--- src/diot_pkg.sv ---
// Shared constants, register map and types for the discrete I/O test override block
package diot_pkg;

  // Channel counts and field layout
  localparam int DIOT_CH = 27;
  localparam int DIOT_FIELD_W = 2;
  localparam int DIOT_FIELDS_PER_WORD = 16;
  localparam int DIOT_FIELDS_PER_LANE = 4;
  localparam int DIOT_AW = 8;
  localparam int DIOT_DW = 32;
  localparam int DIOT_SW = 4;

  // Register byte addresses
  localparam logic [7:0] ADDR_CTRL = 8'h00;
  localparam logic [7:0] ADDR_STATUS = 8'h04;
  localparam logic [7:0] ADDR_IN_PEND_LO = 8'h08;
  localparam logic [7:0] ADDR_IN_PEND_HI = 8'h0c;
  localparam logic [7:0] ADDR_OUT_PEND_LO = 8'h10;
  localparam logic [7:0] ADDR_OUT_PEND_HI = 8'h14;
  localparam logic [7:0] ADDR_OUT_VIEW = 8'h18;
  localparam logic [7:0] ADDR_IN_VIEW = 8'h1c;
  localparam logic [7:0] ADDR_IN_ACT_LO = 8'h20;
  localparam logic [7:0] ADDR_IN_ACT_HI = 8'h24;
  localparam logic [7:0] ADDR_OUT_ACT_LO = 8'h28;
  localparam logic [7:0] ADDR_OUT_ACT_HI = 8'h2c;

  // Control and status bit positions
  localparam int CTRL_TEST_BIT = 0;
  localparam int CTRL_MAINS50_BIT = 1;
  localparam int CTRL_APPLY_BIT = 2;
  localparam int CTRL_REFRESH_BIT = 3;
  localparam int STAT_TEST_BIT = 0;
  localparam int STAT_IN_FORCED_BIT = 1;
  localparam int STAT_OUT_FORCED_BIT = 2;
  localparam int STAT_MAINS50_BIT = 3;

  // Bus responses
  localparam logic [1:0] RESP_OKAY = 2'h0;
  localparam logic [1:0] RESP_SLVERR = 2'h2;

  // Half mains cycle timing, times in microseconds, clock period in picoseconds
  localparam longint HALF60_US = 8333;
  localparam longint HALF50_US = 10000;
  localparam longint PS_PER_US = 1000000;
  localparam longint CLK_PERIOD_PS = 5000;
  localparam int HALF60_CYC = int'((HALF60_US * PS_PER_US) / CLK_PERIOD_PS);
  localparam int HALF50_CYC = int'((HALF50_US * PS_PER_US) / CLK_PERIOD_PS);
  localparam int HALF_CNT_W = 22;

  // Input force codes; the top code is reserved and acts as unforced
  typedef enum logic [1:0] {
    IN_FORCE_NONE = 2'h0,
    IN_FORCE_OPEN = 2'h1,
    IN_FORCE_CLOSED = 2'h2
  } diot_in_force_e;

  // Output force codes
  typedef enum logic [1:0] {
    OUT_FORCE_NONE = 2'h0,
    OUT_FORCE_ENERGIZE = 2'h1,
    OUT_FORCE_DEENERGIZE = 2'h2,
    OUT_FORCE_FREEZE = 2'h3
  } diot_out_force_e;

  // One register write as handed from the bus slave to the register file
  typedef struct packed {
    logic [DIOT_AW-1:0] addr;
    logic [DIOT_DW-1:0] data;
    logic [DIOT_SW-1:0] strb;
  } diot_wreq_s;

  // One register read answer
  typedef struct packed {
    logic [DIOT_DW-1:0] data;
    logic ok;
  } diot_rans_s;

endpackage

--- src/diot_axil.sv ---
// AXI4-Lite slave front end for the discrete I/O test override registers
`timescale 1ns/1ps
module diot_axil
  import diot_pkg::*;
(
  // Clock and reset
  input wire logic aclk,
  input wire logic aresetn,
  // AXI4-Lite write channels
  input wire logic [DIOT_AW-1:0] s_axi_awaddr,
  input wire logic s_axi_awvalid,
  output logic s_axi_awready,
  input wire logic [DIOT_DW-1:0] s_axi_wdata,
  input wire logic [DIOT_SW-1:0] s_axi_wstrb,
  input wire logic s_axi_wvalid,
  output logic s_axi_wready,
  output logic [1:0] s_axi_bresp,
  output logic s_axi_bvalid,
  input wire logic s_axi_bready,
  // AXI4-Lite read channels
  input wire logic [DIOT_AW-1:0] s_axi_araddr,
  input wire logic s_axi_arvalid,
  output logic s_axi_arready,
  output logic [DIOT_DW-1:0] s_axi_rdata,
  output logic [1:0] s_axi_rresp,
  output logic s_axi_rvalid,
  input wire logic s_axi_rready,
  // Register file side
  output logic wr_valid,
  output diot_wreq_s wr_req,
  input wire logic wr_ok,
  output logic [DIOT_AW-1:0] rd_addr,
  input wire diot_rans_s rd_ans
);

  logic aw_full, next_aw_full, w_full, next_w_full;
  logic next_awready, next_wready, next_bvalid, next_arready, next_rvalid;
  logic [1:0] next_bresp, next_rresp;
  logic [DIOT_DW-1:0] next_rdata;
  diot_wreq_s held, next_held;
  logic aw_fire, w_fire, ar_fire, do_write;

  // Read address goes straight to the decoder
  assign rd_addr = s_axi_araddr;
  assign wr_valid = do_write;
  assign wr_req = held;

  // Address and data are caught in either order; write fires once both are held
  always_comb
  begin
    aw_fire = s_axi_awvalid & s_axi_awready;
    w_fire = s_axi_wvalid & s_axi_wready;
    ar_fire = s_axi_arvalid & s_axi_arready;
    do_write = aw_full & w_full & ~s_axi_bvalid;
    next_held = held;
    next_aw_full = aw_full;
    next_w_full = w_full;
    next_bvalid = s_axi_bvalid;
    next_bresp = s_axi_bresp;
    if (aw_fire)
    begin
      next_held.addr = s_axi_awaddr;
      next_aw_full = 1'b1;
    end
    if (w_fire)
    begin
      next_held.data = s_axi_wdata;
      next_held.strb = s_axi_wstrb;
      next_w_full = 1'b1;
    end
    if (s_axi_bvalid & s_axi_bready)
      next_bvalid = 1'b0;
    if (do_write)
    begin
      next_aw_full = 1'b0;
      next_w_full = 1'b0;
      next_bvalid = 1'b1;
      next_bresp = wr_ok ? RESP_OKAY : RESP_SLVERR;
    end
    next_awready = ~next_aw_full & ~next_bvalid;
    next_wready = ~next_w_full & ~next_bvalid;
    next_rvalid = s_axi_rvalid;
    next_rdata = s_axi_rdata;
    next_rresp = s_axi_rresp;
    if (s_axi_rvalid & s_axi_rready)
      next_rvalid = 1'b0;
    if (ar_fire)
    begin
      next_rvalid = 1'b1;
      next_rdata = rd_ans.data;
      next_rresp = rd_ans.ok ? RESP_OKAY : RESP_SLVERR;
    end
    next_arready = ~next_rvalid;
  end

  // Bus state registers
  always_ff @(posedge aclk)
  begin
    if (!aresetn)
    begin
      held <= '0;
      aw_full <= 1'b0;
      w_full <= 1'b0;
      s_axi_awready <= 1'b0;
      s_axi_wready <= 1'b0;
      s_axi_bvalid <= 1'b0;
      s_axi_bresp <= RESP_OKAY;
      s_axi_arready <= 1'b0;
      s_axi_rvalid <= 1'b0;
      s_axi_rdata <= '0;
      s_axi_rresp <= RESP_OKAY;
    end
    else
    begin
      held <= next_held;
      aw_full <= next_aw_full;
      w_full <= next_w_full;
      s_axi_awready <= next_awready;
      s_axi_wready <= next_wready;
      s_axi_bvalid <= next_bvalid;
      s_axi_bresp <= next_bresp;
      s_axi_arready <= next_arready;
      s_axi_rvalid <= next_rvalid;
      s_axi_rdata <= next_rdata;
      s_axi_rresp <= next_rresp;
    end
  end

endmodule // diot_axil

--- src/diot_top.sv ---
// Discrete contact I/O test override with half-cycle service and state snapshots
//
// Design decisions made here: the register addresses and register access over AXI4-Lite.
`timescale 1ns/1ps
// Functional notes
// (RULE1) One test enable arms overrides on inputs and outputs until cleared or reset.
// (RULE2) Each input has three force codes; unforced passes the sensed contact.
// (RULE3) In test mode forced open reads low, forced closed reads high.
// (RULE4) Input force lasts until rewritten, test disabled, or reset.
// (RULE5) Each output has four force codes; unforced drives the computed value.
// (RULE6) In test mode energize drives high, de-energize drives low.
// (RULE7) Freeze holds the output's current state, ignoring computed transitions.
// (RULE8) Output force lasts until rewritten, test disabled, or reset.
// (RULE9) Edited force codes act only after an explicit apply command.
// (RULE10) Present state of every output is readable while running.
// (RULE11) Output state read is a snapshot updated only on refresh.
// (RULE12) Inputs read and outputs written once per half mains cycle.
// (RULE13) Normal output: on while operate true, sealed in while hold-in true.
// (RULE14) Reset clears test enable and every force code to unforced.
module diot_top
  import diot_pkg::*;
#(
  parameter int HALF60_CYCLES = HALF60_CYC,
  parameter int HALF50_CYCLES = HALF50_CYC
)
(
  // Clock and reset
  input wire logic aclk,
  input wire logic aresetn,
  // AXI4-Lite write channels
  input wire logic [DIOT_AW-1:0] s_axi_awaddr,
  input wire logic s_axi_awvalid,
  output logic s_axi_awready,
  input wire logic [DIOT_DW-1:0] s_axi_wdata,
  input wire logic [DIOT_SW-1:0] s_axi_wstrb,
  input wire logic s_axi_wvalid,
  output logic s_axi_wready,
  output logic [1:0] s_axi_bresp,
  output logic s_axi_bvalid,
  input wire logic s_axi_bready,
  // AXI4-Lite read channels
  input wire logic [DIOT_AW-1:0] s_axi_araddr,
  input wire logic s_axi_arvalid,
  output logic s_axi_arready,
  output logic [DIOT_DW-1:0] s_axi_rdata,
  output logic [1:0] s_axi_rresp,
  output logic s_axi_rvalid,
  input wire logic s_axi_rready,
  // Field contacts and logic engine operands
  input wire logic [DIOT_CH-1:0] contact_in,
  input wire logic [DIOT_CH-1:0] operate_operand,
  input wire logic [DIOT_CH-1:0] seal_in_operand,
  // Image to the logic engine and coil drives
  output logic [DIOT_CH-1:0] input_image,
  output logic [DIOT_CH-1:0] contact_out,
  output logic service_tick
);

  logic wr_valid, wr_ok;
  diot_wreq_s wr_req;
  logic [DIOT_AW-1:0] rd_addr;
  diot_rans_s rd_ans;

  logic test_en, next_test_en, mains50, next_mains50;
  logic apply_hit, refresh_hit;
  logic [DIOT_CH-1:0][DIOT_FIELD_W-1:0] in_pend, next_in_pend, out_pend, next_out_pend;
  logic [DIOT_CH-1:0][DIOT_FIELD_W-1:0] in_act, next_in_act, out_act, next_out_act;
  logic [DIOT_CH-1:0] output_state_view, next_output_state_view;
  logic [DIOT_CH-1:0] input_state_view, next_input_state_view;
  logic [DIOT_CH-1:0] sealed, next_sealed, normal_out;
  logic [DIOT_CH-1:0] forced_in, forced_out, next_input_image, next_contact_out;
  logic [HALF_CNT_W-1:0] cnt, next_cnt, cnt_last;
  logic tick, next_service_tick;

  // Bus slave
  diot_axil u_axil (
    .aclk(aclk),
    .aresetn(aresetn),
    .s_axi_awaddr(s_axi_awaddr),
    .s_axi_awvalid(s_axi_awvalid),
    .s_axi_awready(s_axi_awready),
    .s_axi_wdata(s_axi_wdata),
    .s_axi_wstrb(s_axi_wstrb),
    .s_axi_wvalid(s_axi_wvalid),
    .s_axi_wready(s_axi_wready),
    .s_axi_bresp(s_axi_bresp),
    .s_axi_bvalid(s_axi_bvalid),
    .s_axi_bready(s_axi_bready),
    .s_axi_araddr(s_axi_araddr),
    .s_axi_arvalid(s_axi_arvalid),
    .s_axi_arready(s_axi_arready),
    .s_axi_rdata(s_axi_rdata),
    .s_axi_rresp(s_axi_rresp),
    .s_axi_rvalid(s_axi_rvalid),
    .s_axi_rready(s_axi_rready),
    .wr_valid(wr_valid),
    .wr_req(wr_req),
    .wr_ok(wr_ok),
    .rd_addr(rd_addr),
    .rd_ans(rd_ans)
  );

  // Register writes, apply and refresh commands
  always_comb
  begin
    next_test_en = test_en;
    next_mains50 = mains50;
    next_in_pend = in_pend;
    next_out_pend = out_pend;
    apply_hit = 1'b0;
    refresh_hit = 1'b0;
    wr_ok = 1'b1;
    if (wr_valid)
    begin
      case (wr_req.addr)
        ADDR_CTRL:
        begin
          if (wr_req.strb[0])
          begin
            next_test_en = wr_req.data[CTRL_TEST_BIT]; // [RULE1]
            next_mains50 = wr_req.data[CTRL_MAINS50_BIT];
            apply_hit = wr_req.data[CTRL_APPLY_BIT];
            refresh_hit = wr_req.data[CTRL_REFRESH_BIT];
          end
        end
        ADDR_IN_PEND_LO, ADDR_IN_PEND_HI:
        begin
          for (int c = 0; c < DIOT_CH; c++)
          begin
            if ((c / DIOT_FIELDS_PER_WORD) == int'(wr_req.addr == ADDR_IN_PEND_HI) &&
                wr_req.strb[(c % DIOT_FIELDS_PER_WORD) / DIOT_FIELDS_PER_LANE])
              next_in_pend[c] = wr_req.data[(c % DIOT_FIELDS_PER_WORD) * DIOT_FIELD_W +: DIOT_FIELD_W];
          end
        end
        ADDR_OUT_PEND_LO, ADDR_OUT_PEND_HI:
        begin
          for (int c = 0; c < DIOT_CH; c++)
          begin
            if ((c / DIOT_FIELDS_PER_WORD) == int'(wr_req.addr == ADDR_OUT_PEND_HI) &&
                wr_req.strb[(c % DIOT_FIELDS_PER_WORD) / DIOT_FIELDS_PER_LANE])
              next_out_pend[c] = wr_req.data[(c % DIOT_FIELDS_PER_WORD) * DIOT_FIELD_W +: DIOT_FIELD_W];
          end
        end
        ADDR_STATUS, ADDR_OUT_VIEW, ADDR_IN_VIEW, ADDR_IN_ACT_LO, ADDR_IN_ACT_HI,
        ADDR_OUT_ACT_LO, ADDR_OUT_ACT_HI:
          wr_ok = 1'b1;
        default:
          wr_ok = 1'b0;
      endcase
    end
  end

  // Active forces: copied on apply, dropped when test mode ends
  always_comb
  begin
    next_in_act = in_act;
    next_out_act = out_act;
    if (apply_hit)
    begin
      next_in_act = in_pend; // [RULE9]
      next_out_act = out_pend; // [RULE9]
      if (wr_valid && wr_req.addr == ADDR_CTRL)
      begin
        next_in_act = next_in_pend;
        next_out_act = next_out_pend;
      end
    end
    if (!next_test_en)
    begin
      next_in_act = '0; // [RULE4]
      next_out_act = '0; // [RULE8]
    end
  end

  // Snapshots of the presented states, taken only on refresh
  always_comb
  begin
    next_output_state_view = output_state_view;
    next_input_state_view = input_state_view;
    if (refresh_hit)
    begin
      next_output_state_view = contact_out; // [RULE11]
      next_input_state_view = input_image;
    end
  end

  // Half mains cycle service timer
  always_comb
  begin
    cnt_last = mains50 ? HALF_CNT_W'(HALF50_CYCLES - 1) : HALF_CNT_W'(HALF60_CYCLES - 1);
    tick = (cnt >= cnt_last); // [RULE12]
    next_cnt = tick ? '0 : cnt + HALF_CNT_W'(1);
    if (next_mains50 != mains50)
      next_cnt = '0;
    next_service_tick = tick;
  end

  // Per-channel force decode and output seal-in
  for (genvar c = 0; c < DIOT_CH; c++)
  begin : g_ch
    always_comb
    begin
      normal_out[c] = operate_operand[c] | (seal_in_operand[c] & sealed[c]); // [RULE13]
      forced_in[c] = contact_in[c]; // [RULE2]
      if (test_en)
      begin
        case (in_act[c])
          IN_FORCE_OPEN: forced_in[c] = 1'b0; // [RULE3]
          IN_FORCE_CLOSED: forced_in[c] = 1'b1; // [RULE3]
          default: forced_in[c] = contact_in[c];
        endcase
      end
      forced_out[c] = normal_out[c]; // [RULE5]
      if (test_en)
      begin
        unique case (out_act[c])
          OUT_FORCE_NONE: forced_out[c] = normal_out[c];
          OUT_FORCE_ENERGIZE: forced_out[c] = 1'b1; // [RULE6]
          OUT_FORCE_DEENERGIZE: forced_out[c] = 1'b0; // [RULE6]
          OUT_FORCE_FREEZE: forced_out[c] = contact_out[c]; // [RULE7]
        endcase
      end
    end
  end

  // Inputs sampled and coils updated together on each service tick
  always_comb
  begin
    next_input_image = tick ? forced_in : input_image; // [RULE12]
    next_contact_out = tick ? forced_out : contact_out; // [RULE12]
    next_sealed = tick ? normal_out : sealed;
  end

  // Register read decode
  always_comb
  begin
    rd_ans.data = '0;
    rd_ans.ok = 1'b1;
    case (rd_addr)
      ADDR_CTRL:
      begin
        rd_ans.data[CTRL_TEST_BIT] = test_en;
        rd_ans.data[CTRL_MAINS50_BIT] = mains50;
      end
      ADDR_STATUS:
      begin
        rd_ans.data[STAT_TEST_BIT] = test_en;
        rd_ans.data[STAT_IN_FORCED_BIT] = |in_act;
        rd_ans.data[STAT_OUT_FORCED_BIT] = |out_act;
        rd_ans.data[STAT_MAINS50_BIT] = mains50;
      end
      ADDR_IN_PEND_LO: rd_ans.data = in_pend[DIOT_FIELDS_PER_WORD-1:0];
      ADDR_IN_PEND_HI: rd_ans.data = DIOT_DW'(in_pend[DIOT_CH-1:DIOT_FIELDS_PER_WORD]);
      ADDR_OUT_PEND_LO: rd_ans.data = out_pend[DIOT_FIELDS_PER_WORD-1:0];
      ADDR_OUT_PEND_HI: rd_ans.data = DIOT_DW'(out_pend[DIOT_CH-1:DIOT_FIELDS_PER_WORD]);
      ADDR_OUT_VIEW: rd_ans.data = DIOT_DW'(output_state_view); // [RULE10]
      ADDR_IN_VIEW: rd_ans.data = DIOT_DW'(input_state_view);
      ADDR_IN_ACT_LO: rd_ans.data = in_act[DIOT_FIELDS_PER_WORD-1:0];
      ADDR_IN_ACT_HI: rd_ans.data = DIOT_DW'(in_act[DIOT_CH-1:DIOT_FIELDS_PER_WORD]);
      ADDR_OUT_ACT_LO: rd_ans.data = out_act[DIOT_FIELDS_PER_WORD-1:0];
      ADDR_OUT_ACT_HI: rd_ans.data = DIOT_DW'(out_act[DIOT_CH-1:DIOT_FIELDS_PER_WORD]);
      default: rd_ans.ok = 1'b0;
    endcase
  end

  // State registers; reset leaves test mode off and every force unforced
  always_ff @(posedge aclk)
  begin
    if (!aresetn)
    begin
      test_en <= 1'b0; // [RULE14]
      mains50 <= 1'b0;
      in_pend <= '0;
      out_pend <= '0;
      in_act <= '0; // [RULE14]
      out_act <= '0; // [RULE14]
      output_state_view <= '0;
      input_state_view <= '0;
      sealed <= '0;
      input_image <= '0;
      contact_out <= '0;
      cnt <= '0;
      service_tick <= 1'b0;
    end
    else
    begin
      test_en <= next_test_en;
      mains50 <= next_mains50;
      in_pend <= next_in_pend;
      out_pend <= next_out_pend;
      in_act <= next_in_act;
      out_act <= next_out_act;
      output_state_view <= next_output_state_view;
      input_state_view <= next_input_state_view;
      sealed <= next_sealed;
      input_image <= next_input_image;
      contact_out <= next_contact_out;
      cnt <= next_cnt;
      service_tick <= next_service_tick;
    end
  end

endmodule // diot_top

--- config.mk ---
export PLATFORM = sky130hd
export DESIGN_NAME = diot_top
export DESIGN_NICKNAME = d
export VERILOG_FILES = /design/src/diot_pkg.sv /design/src/diot_axil.sv /design/src/diot_top.sv
export SDC_FILE = /design/constraint.sdc
export NUM_CORES = 1
export LEC_CHECK = 0
export BUFFER_PORTS_ARGS = -buffer_cell sky130_fd_sc_hd__clkbuf_2
export CORE_ASPECT_RATIO = 0.75
export CORE_MARGIN = 1
export CORE_UTILIZATION = 55
export CTS_BUF_LIST = sky130_fd_sc_hd__clkbuf_4
export CTS_CLUSTER_DIAMETER = 60
export DETAILED_ROUTE_END_ITERATION = 8
export GPL_TIMING_DRIVEN = 1
export PLACE_DENSITY_LB_ADDON = 0.12
export SKIP_CTS_REPAIR_TIMING = 1
export SYNTH_ARGS = -nofsm -noshare
export SYNTH_HDL_FRONTEND = slang
export SYNTH_SLANG_ARGS = --single-unit
--- constraint.sdc ---
create_clock -name aclk -period 4.1 [get_ports aclk]
set_clock_uncertainty 0.1 [all_clocks]
set_input_delay 0.82 -clock aclk [delete_from_list [all_inputs] [get_ports aclk]]
set_output_delay 0.82 -clock aclk [all_outputs]
set_load 0.02 [all_outputs]
* Yosys cells after proc, flatten, opt, wreduce, memory -nomap -nowiden *
Cells that the tools add are included.

storage, ports and cells
  register bits after elaboration = 463
  input port bits = 140
  output and inout port bits = 96
  logic and storage cells = 690

operators by class
  add/sub/neg operators = 1
  order comparisons = 1
  equal/unequal tests = 185
  multiplexer cells = 197
  bitwise logic cells = 71
  reductions and logical operators = 79

operators by type and width
  kind                   count
  $mux 54                6
  $pmux 28 s10           1
  $eq 2x2->1 const B     81
  $mux 2                 56
  $eq 2x1->1 const B     54
  $reduce_or 54->1       2
  $pmux 1 s3             27
  $mux 1                 77
  $eq 8x5->1 const B     8
  $eq 8x6->1 const B     8
  $reduce_and 2->1       28
  $logic_not 2->1        27
  $ne 2x2->1 const B     27
  $pmux 1 s2             27
  $and 1x1->1            36
  $eq 8x4->1 const B     4
  $or 1x1->1             27
  $pmux 2 s12            1
  $reduce_or 12->1       2
  $add 22x1->22 const B  1
  $ge 22x21->1           1
  $pmux 2 s11            1
  $mux 19                1
  $eq 8x3->1 const B     2
  6 further kinds        29

* Depth between registers and ports, before layout *
  depth after elaboration = 7
  mapped depth = 10
  gate-level depth less buffers = 8

* Cells and area by module *
A second synthesis with hierarchy kept.

second synthesis, totals
  cells, all modules = 2645
  area, all modules = 22559.1 um^2

by module, submodules not included
  module     instances  cells each  area an instance (um^2)  sequential area each (um^2)
  diot_top   1          2271        19179.6                  7527.2
  diot_axil  1          374         3379.5                   1701.6

* Worst setup path after synthesis *
OpenSTA, ideal clock, no wires.

  path type = input port to flip-flop
  start point = input s_axi_araddr[4]
  end point = register u_axil.s_axi_rdata[24]
  setup time = 74 ps
  data arrival time = 2763 ps
  required time = 3926 ps
  setup slack = 1163 ps
  cell stages on the path = 9
  buffers on the path = 3
  cells stage by stage = clkbuf_1 or4b_2 clkbuf_1 nor2_1 clkbuf_1 a22oi_1 o21ai_0 a21oi_1 o21ai_0

on the way
  longest elaborated chain between the ends = 2
  elaborated cells between the ends (all ways) = 11
  classes of those cells = 10 x eq/ne; 1 x mux

RTL lines
  item                                RTL line          text
  from (decl)                         diot_top.sv:42    input wire logic [DIOT_AW-1:0] s_axi_araddr,
  $eq 8x6->1 (tied with other cells)  diot_top.sv:239   case (rd_addr)
  $pmux 28 s10 *                      diot_top.sv:239
  to (signal assigned)                diot_axil.sv:124  s_axi_rdata <= next_rdata;
  to (decl)                           diot_axil.sv:24   output logic [DIOT_DW-1:0] s_axi_rdata,

Every way passes the cells marked *; elsewhere a longest branch is shown, timed or not.
A chain may end at the register's enable or synchronous reset.

* Worst setup path after layout *
  start point = register mains50
  end point = register cnt[12]

on the way
  longest elaborated chain between the ends = 5
  elaborated cells between the ends (all ways) = 7
  classes of those cells = 1 x order compare; 1 x eq/ne; 4 x mux; 1 x reduce/logical

RTL lines
  item                                                  RTL line         text
  from (decl)                                           diot_top.sv:64   logic test_en, next_test_en, mains50, next_mains50;
  from (signal assigned)                                diot_top.sv:288  mains50 <= next_mains50;
  branches (longest 4 deep; another with $ge 22x21->1)  --
  $reduce_or 3->1 (no line) *                           --
  to (signal assigned)                                  diot_top.sv:298  cnt <= next_cnt;
  to (decl)                                             diot_top.sv:72   logic [HALF_CNT_W-1:0] cnt, next_cnt, cnt_last;

Mark *: on every way between the ends.

==> impl_metrics.json <==
{
  "fmax_ghz": 0.295,
  "nNetsFinal": 3135,
  "finalSetupTns_ns": 0,
  "timing.max_slew.rel_slack_pct": 15.2,
  "core_area_sq_um": 40000,
  "grt_overflow_total": 0,
  "synthesis.yosys.warnings": 0,
  "peakVddDrop_v": 0.000305,
  "vias_in_the_first_global_route": 19941,
  "cts_tree": "built",
  "grt.total_usage_pct": 44.2,
  "final_setup_vio_count": 0,
  "cap_viol_max_count": 0,
  "data_required_time_of_the_worst_path_ns": 4.78,
  "internal_mw": 6.56,
  "num_io_pins": 236,
  "grt_setup_unrepaired": "no",
  "cpMaxStageDelayCell": "sky130_fd_sc_hd__nand3_1",
  "fin_ws_ns": 0.709,
  "mappedNetlistArea_sq_um": 22700,
  "numCtsBuffers": 110,
  "clk_root_buffer_cell": "sky130_fd_sc_hd__clkbuf_4",
  "wire_length_of_the_first_global_routing_pass_microns": 134000,
  "synthDominantAreaCellType": "sky130_fd_sc_hd__dfxtp_1",
  "place.port_buffers": 233,
  "finalWeightedCongestion": 1.13,
  "status": "finished, final reports clean",
  "worstPathArrival_ns": 4.08,
  "criticalPathCategory": "register to register",
  "area.growth.synth_to_final_pct": 14.4,
  "post_synth_inst_count": 2605,
  "final_layout_worst_hold_slack_ns": 0.0557,
  "synth_top_cells_by_area": "sky130_fd_sc_hd__dfxtp_1, sky130_fd_sc_hd__ha_1, sky130_fd_sc_hd__nand2_1",
  "critical_path.top_delay_family": "simple AND/OR/NAND/NOR gates",
  "synth-main-ff-cell": "sky130_fd_sc_hd__dfxtp_1",
  "netSwitchingFraction_pct": 25.6,
  "std_cell_rows": 63,
  "asr_flop_ratio_synth_pct": 0,
  "grt_max_degree": 168,
  "critical_path.n_buffers_inverters": 2,
  "worst_slew_pin_slew_ns": 1.27,
  "cts_clock_pin_slew_for_the_worst_setup_and_hold_paths_ns": 0.07,
  "crit_path_largest_cell_delay_ns": 0.61,
  "report.final.slew_viol_count": 0,
  "count_of_clock_tree_sinks": 461,
  "holdCritPathClass": "input pin to register",
  "hold_viol": 0,
  "min_from": "operate_operand[4]",
  "drtAntennaViolNets": 0,
  "most_numerous_cell_in_the_yosys_netlist": "sky130_fd_sc_hd__dfxtp_1",
  "die_h_microns": 178,
  "htree_levels": 3,
  "synth-edff-count": 0,
  "drt_iter0_drc": 2775,
  "endpoint_kind": "register",
  "power.density_nw_per_um2": 340,
  "power_switching_mw": 2.26,
  "seqPwrFrac_pct": 51.7,
  "place_worst_setup_slack_ns": 0.718,
  "synth.ff_latch_count": 461,
  "drc": 0,
  "synth_seq_area_share_pct": 40.7,
  "pwr-share-clk_pct": 44.0,
  "finalWorstPathRequiredPeriod_ns": 3.39,
  "combinationalPowerShare_pct": 4.3,
  "timing.critical_path.from": "mains50",
  "layout-drive-gt1-share_pct": 18.5,
  "dr.pass1.iters": 9,
  "finish.cell_count_without_fillers": 3457,
  "synthesized_area_divided_by_synthesized_cell_count_sq_um": 8.70,
  "grt_antenna_before_repair": 4,
  "path_max_fanout": 28,
  "post_drt_via_cell_ratio": 6.33,
  "synth_commonest_cells": "sky130_fd_sc_hd__dfxtp_1, sky130_fd_sc_hd__nand2_1, sky130_fd_sc_hd__nor2_1, sky130_fd_sc_hd__clkbuf_1, sky130_fd_sc_hd__ha_1",
  "worstSetupStartpointType": "register",
  "clk_latency_ns": 0.92,
  "routed_wl_microns": 95000,
  "leakage_nw": 9.91,
  "route.detailed.wl_per_inst_microns": 27.5,
  "r2r_start": "mains50",
  "die_x_microns": 236,
  "num_vias": 21894,
  "fp.dieArea_sq_um": 42000,
  "cts_buffer_depth": 3,
  "place.detailed.hpwl_microns": 73000,
  "synth.lib_cells_used.distinct": 66,
  "dp.cells": 3256,
  "totalPowerFinal_mw": 8.82,
  "initial_core_util_pct": 56.6,
  "list_of_cells_traversed_by_the_critical_path": "inv_1 -> ha_1 -> a21oi_1 -> o21ai_0 -> a31oi_2 -> buf_4 -> and3_1 -> nand3_1 -> nor2_1",
  "yosys.area.top_type_share_pct": 40.7,
  "fin_crit_sh_pct": 82.7
}
[placed cells by master, fill, tap and decap left out, types with 18 or more instances in the layout]
cell type                     n
sky130_fd_sc_hd__nor2b_1    106
sky130_fd_sc_hd__o21ai_0    109
sky130_fd_sc_hd__clkinv_1    26
sky130_fd_sc_hd__a22oi_1     57
sky130_fd_sc_hd__and2_1      22
sky130_fd_sc_hd__a32oi_1     19
sky130_fd_sc_hd__clkbuf_4   158
sky130_fd_sc_hd__ha_1       147
sky130_fd_sc_hd__a22o_1      18
sky130_fd_sc_hd__nor2_1     165
sky130_fd_sc_hd__a21oi_1     47
sky130_fd_sc_hd__inv_1      119
sky130_fd_sc_hd__a21boi_0   128
sky130_fd_sc_hd__o211a_1     27
sky130_fd_sc_hd__nand4_1     19
sky130_fd_sc_hd__a31oi_1     24
sky130_fd_sc_hd__a211oi_1    96
sky130_fd_sc_hd__mux2i_1    132
sky130_fd_sc_hd__dfxtp_1    460
sky130_fd_sc_hd__buf_4       75
sky130_fd_sc_hd__nand3_1     82
sky130_fd_sc_hd__o2111ai_1   27
sky130_fd_sc_hd__nand2_1    432
sky130_fd_sc_hd__clkbuf_2   231
[worst reg2reg max path: cells and delay by family, from the launching register on]
kind	cells	cell delay [ns]
AO/OA/AOI/OAI	3	0.52
adder cells (fa/ha/maj)	1	0.35
buffers and inverters	2	0.61
flip-flops	1	0.53
AND/OR/NAND/NOR	3	1.20
[routing by layer]
metal | GRT usage [%] | share of wire [%] | wire, microns | vias to the layer above
li1 | - | - | - | 9663
met1 | 60.8 | 43 | 40500 | 10606
met2 | 62.0 | 40 | 37900 | 1402
met3 | 17.9 | 14 | 13200 | 221
met4 | 15.1 | 3.5 | 3330 | 2
met5 | 0 | 0.013 | 12 | -
[power by group through the flow]
| stage | clock network [mW] | logic [mW] | registers, mW |
|---|---|---|---|
| detailed placement | 0 | 0.373 | 4.66 |
| global route | 4.13 | 0.405 | 4.56 |
| finish | 3.88 | 0.383 | 4.56 |
| floorplan | 0 | 0.212 | 4.63 |
| CTS | 3.89 | 0.375 | 4.56 |
| global placement | 0 | 0.366 | 4.66 |
[metrics by stage]
stage,area [sq um],util (%)
2_1_floorplan,22700,-
3_3_place_gp,24500,61.2
3_5_place_dp,24500,61.2
4_1_cts,25900,64.7
5_1_grt,25900,64.7
6_report,25900,64.8
[cell families after synthesis]
logic type                 synth area share (%)
AOI/OAI and AO/OA                          19.6
xor gates and xnor gates                  0.773
other                                    0.0165
muxes                                      6.82
adders and majority gates                  8.12
buffers and inverters                      5.21
DFF                                        40.7
and+or+nand+nor                            18.7
[flip-flops by register name, indices dropped and copies added, names as in the netlist, 22 cells and up]
name                flops
cnt                    22
contact_out            27
in_act                 54
in_pend                54
input_image            27
input_state_view       27
out_act                54
out_pend               54
output_state_view      27
sealed                 27
u_axil.s_axi_rdata     32
u_axil.wr_req          44
[final cells by class]
cell class	instances	area (sq um)
inverters	119	447
well taps	520	651
clock inverters	38	235
flip-flops and latches	461	9230
repair buffers	313	1840
multi-input cells	1843	12300
fillers	3457	14100
diodes	5	12.5
clock buffers	158	1190
[path summary, 6_finish.rpt]
check	endpoint	slack (ns)	cells past startpoint
worst max-delay path	cnt[12]	0.71	9
worst min register to register	u_axil.s_axi_rdata[12]	0.35	2
worst min-delay path	sealed[4]	0.06	3
worst max register to register	cnt[12]	0.71	9
(Power assumes the default switching activity.)
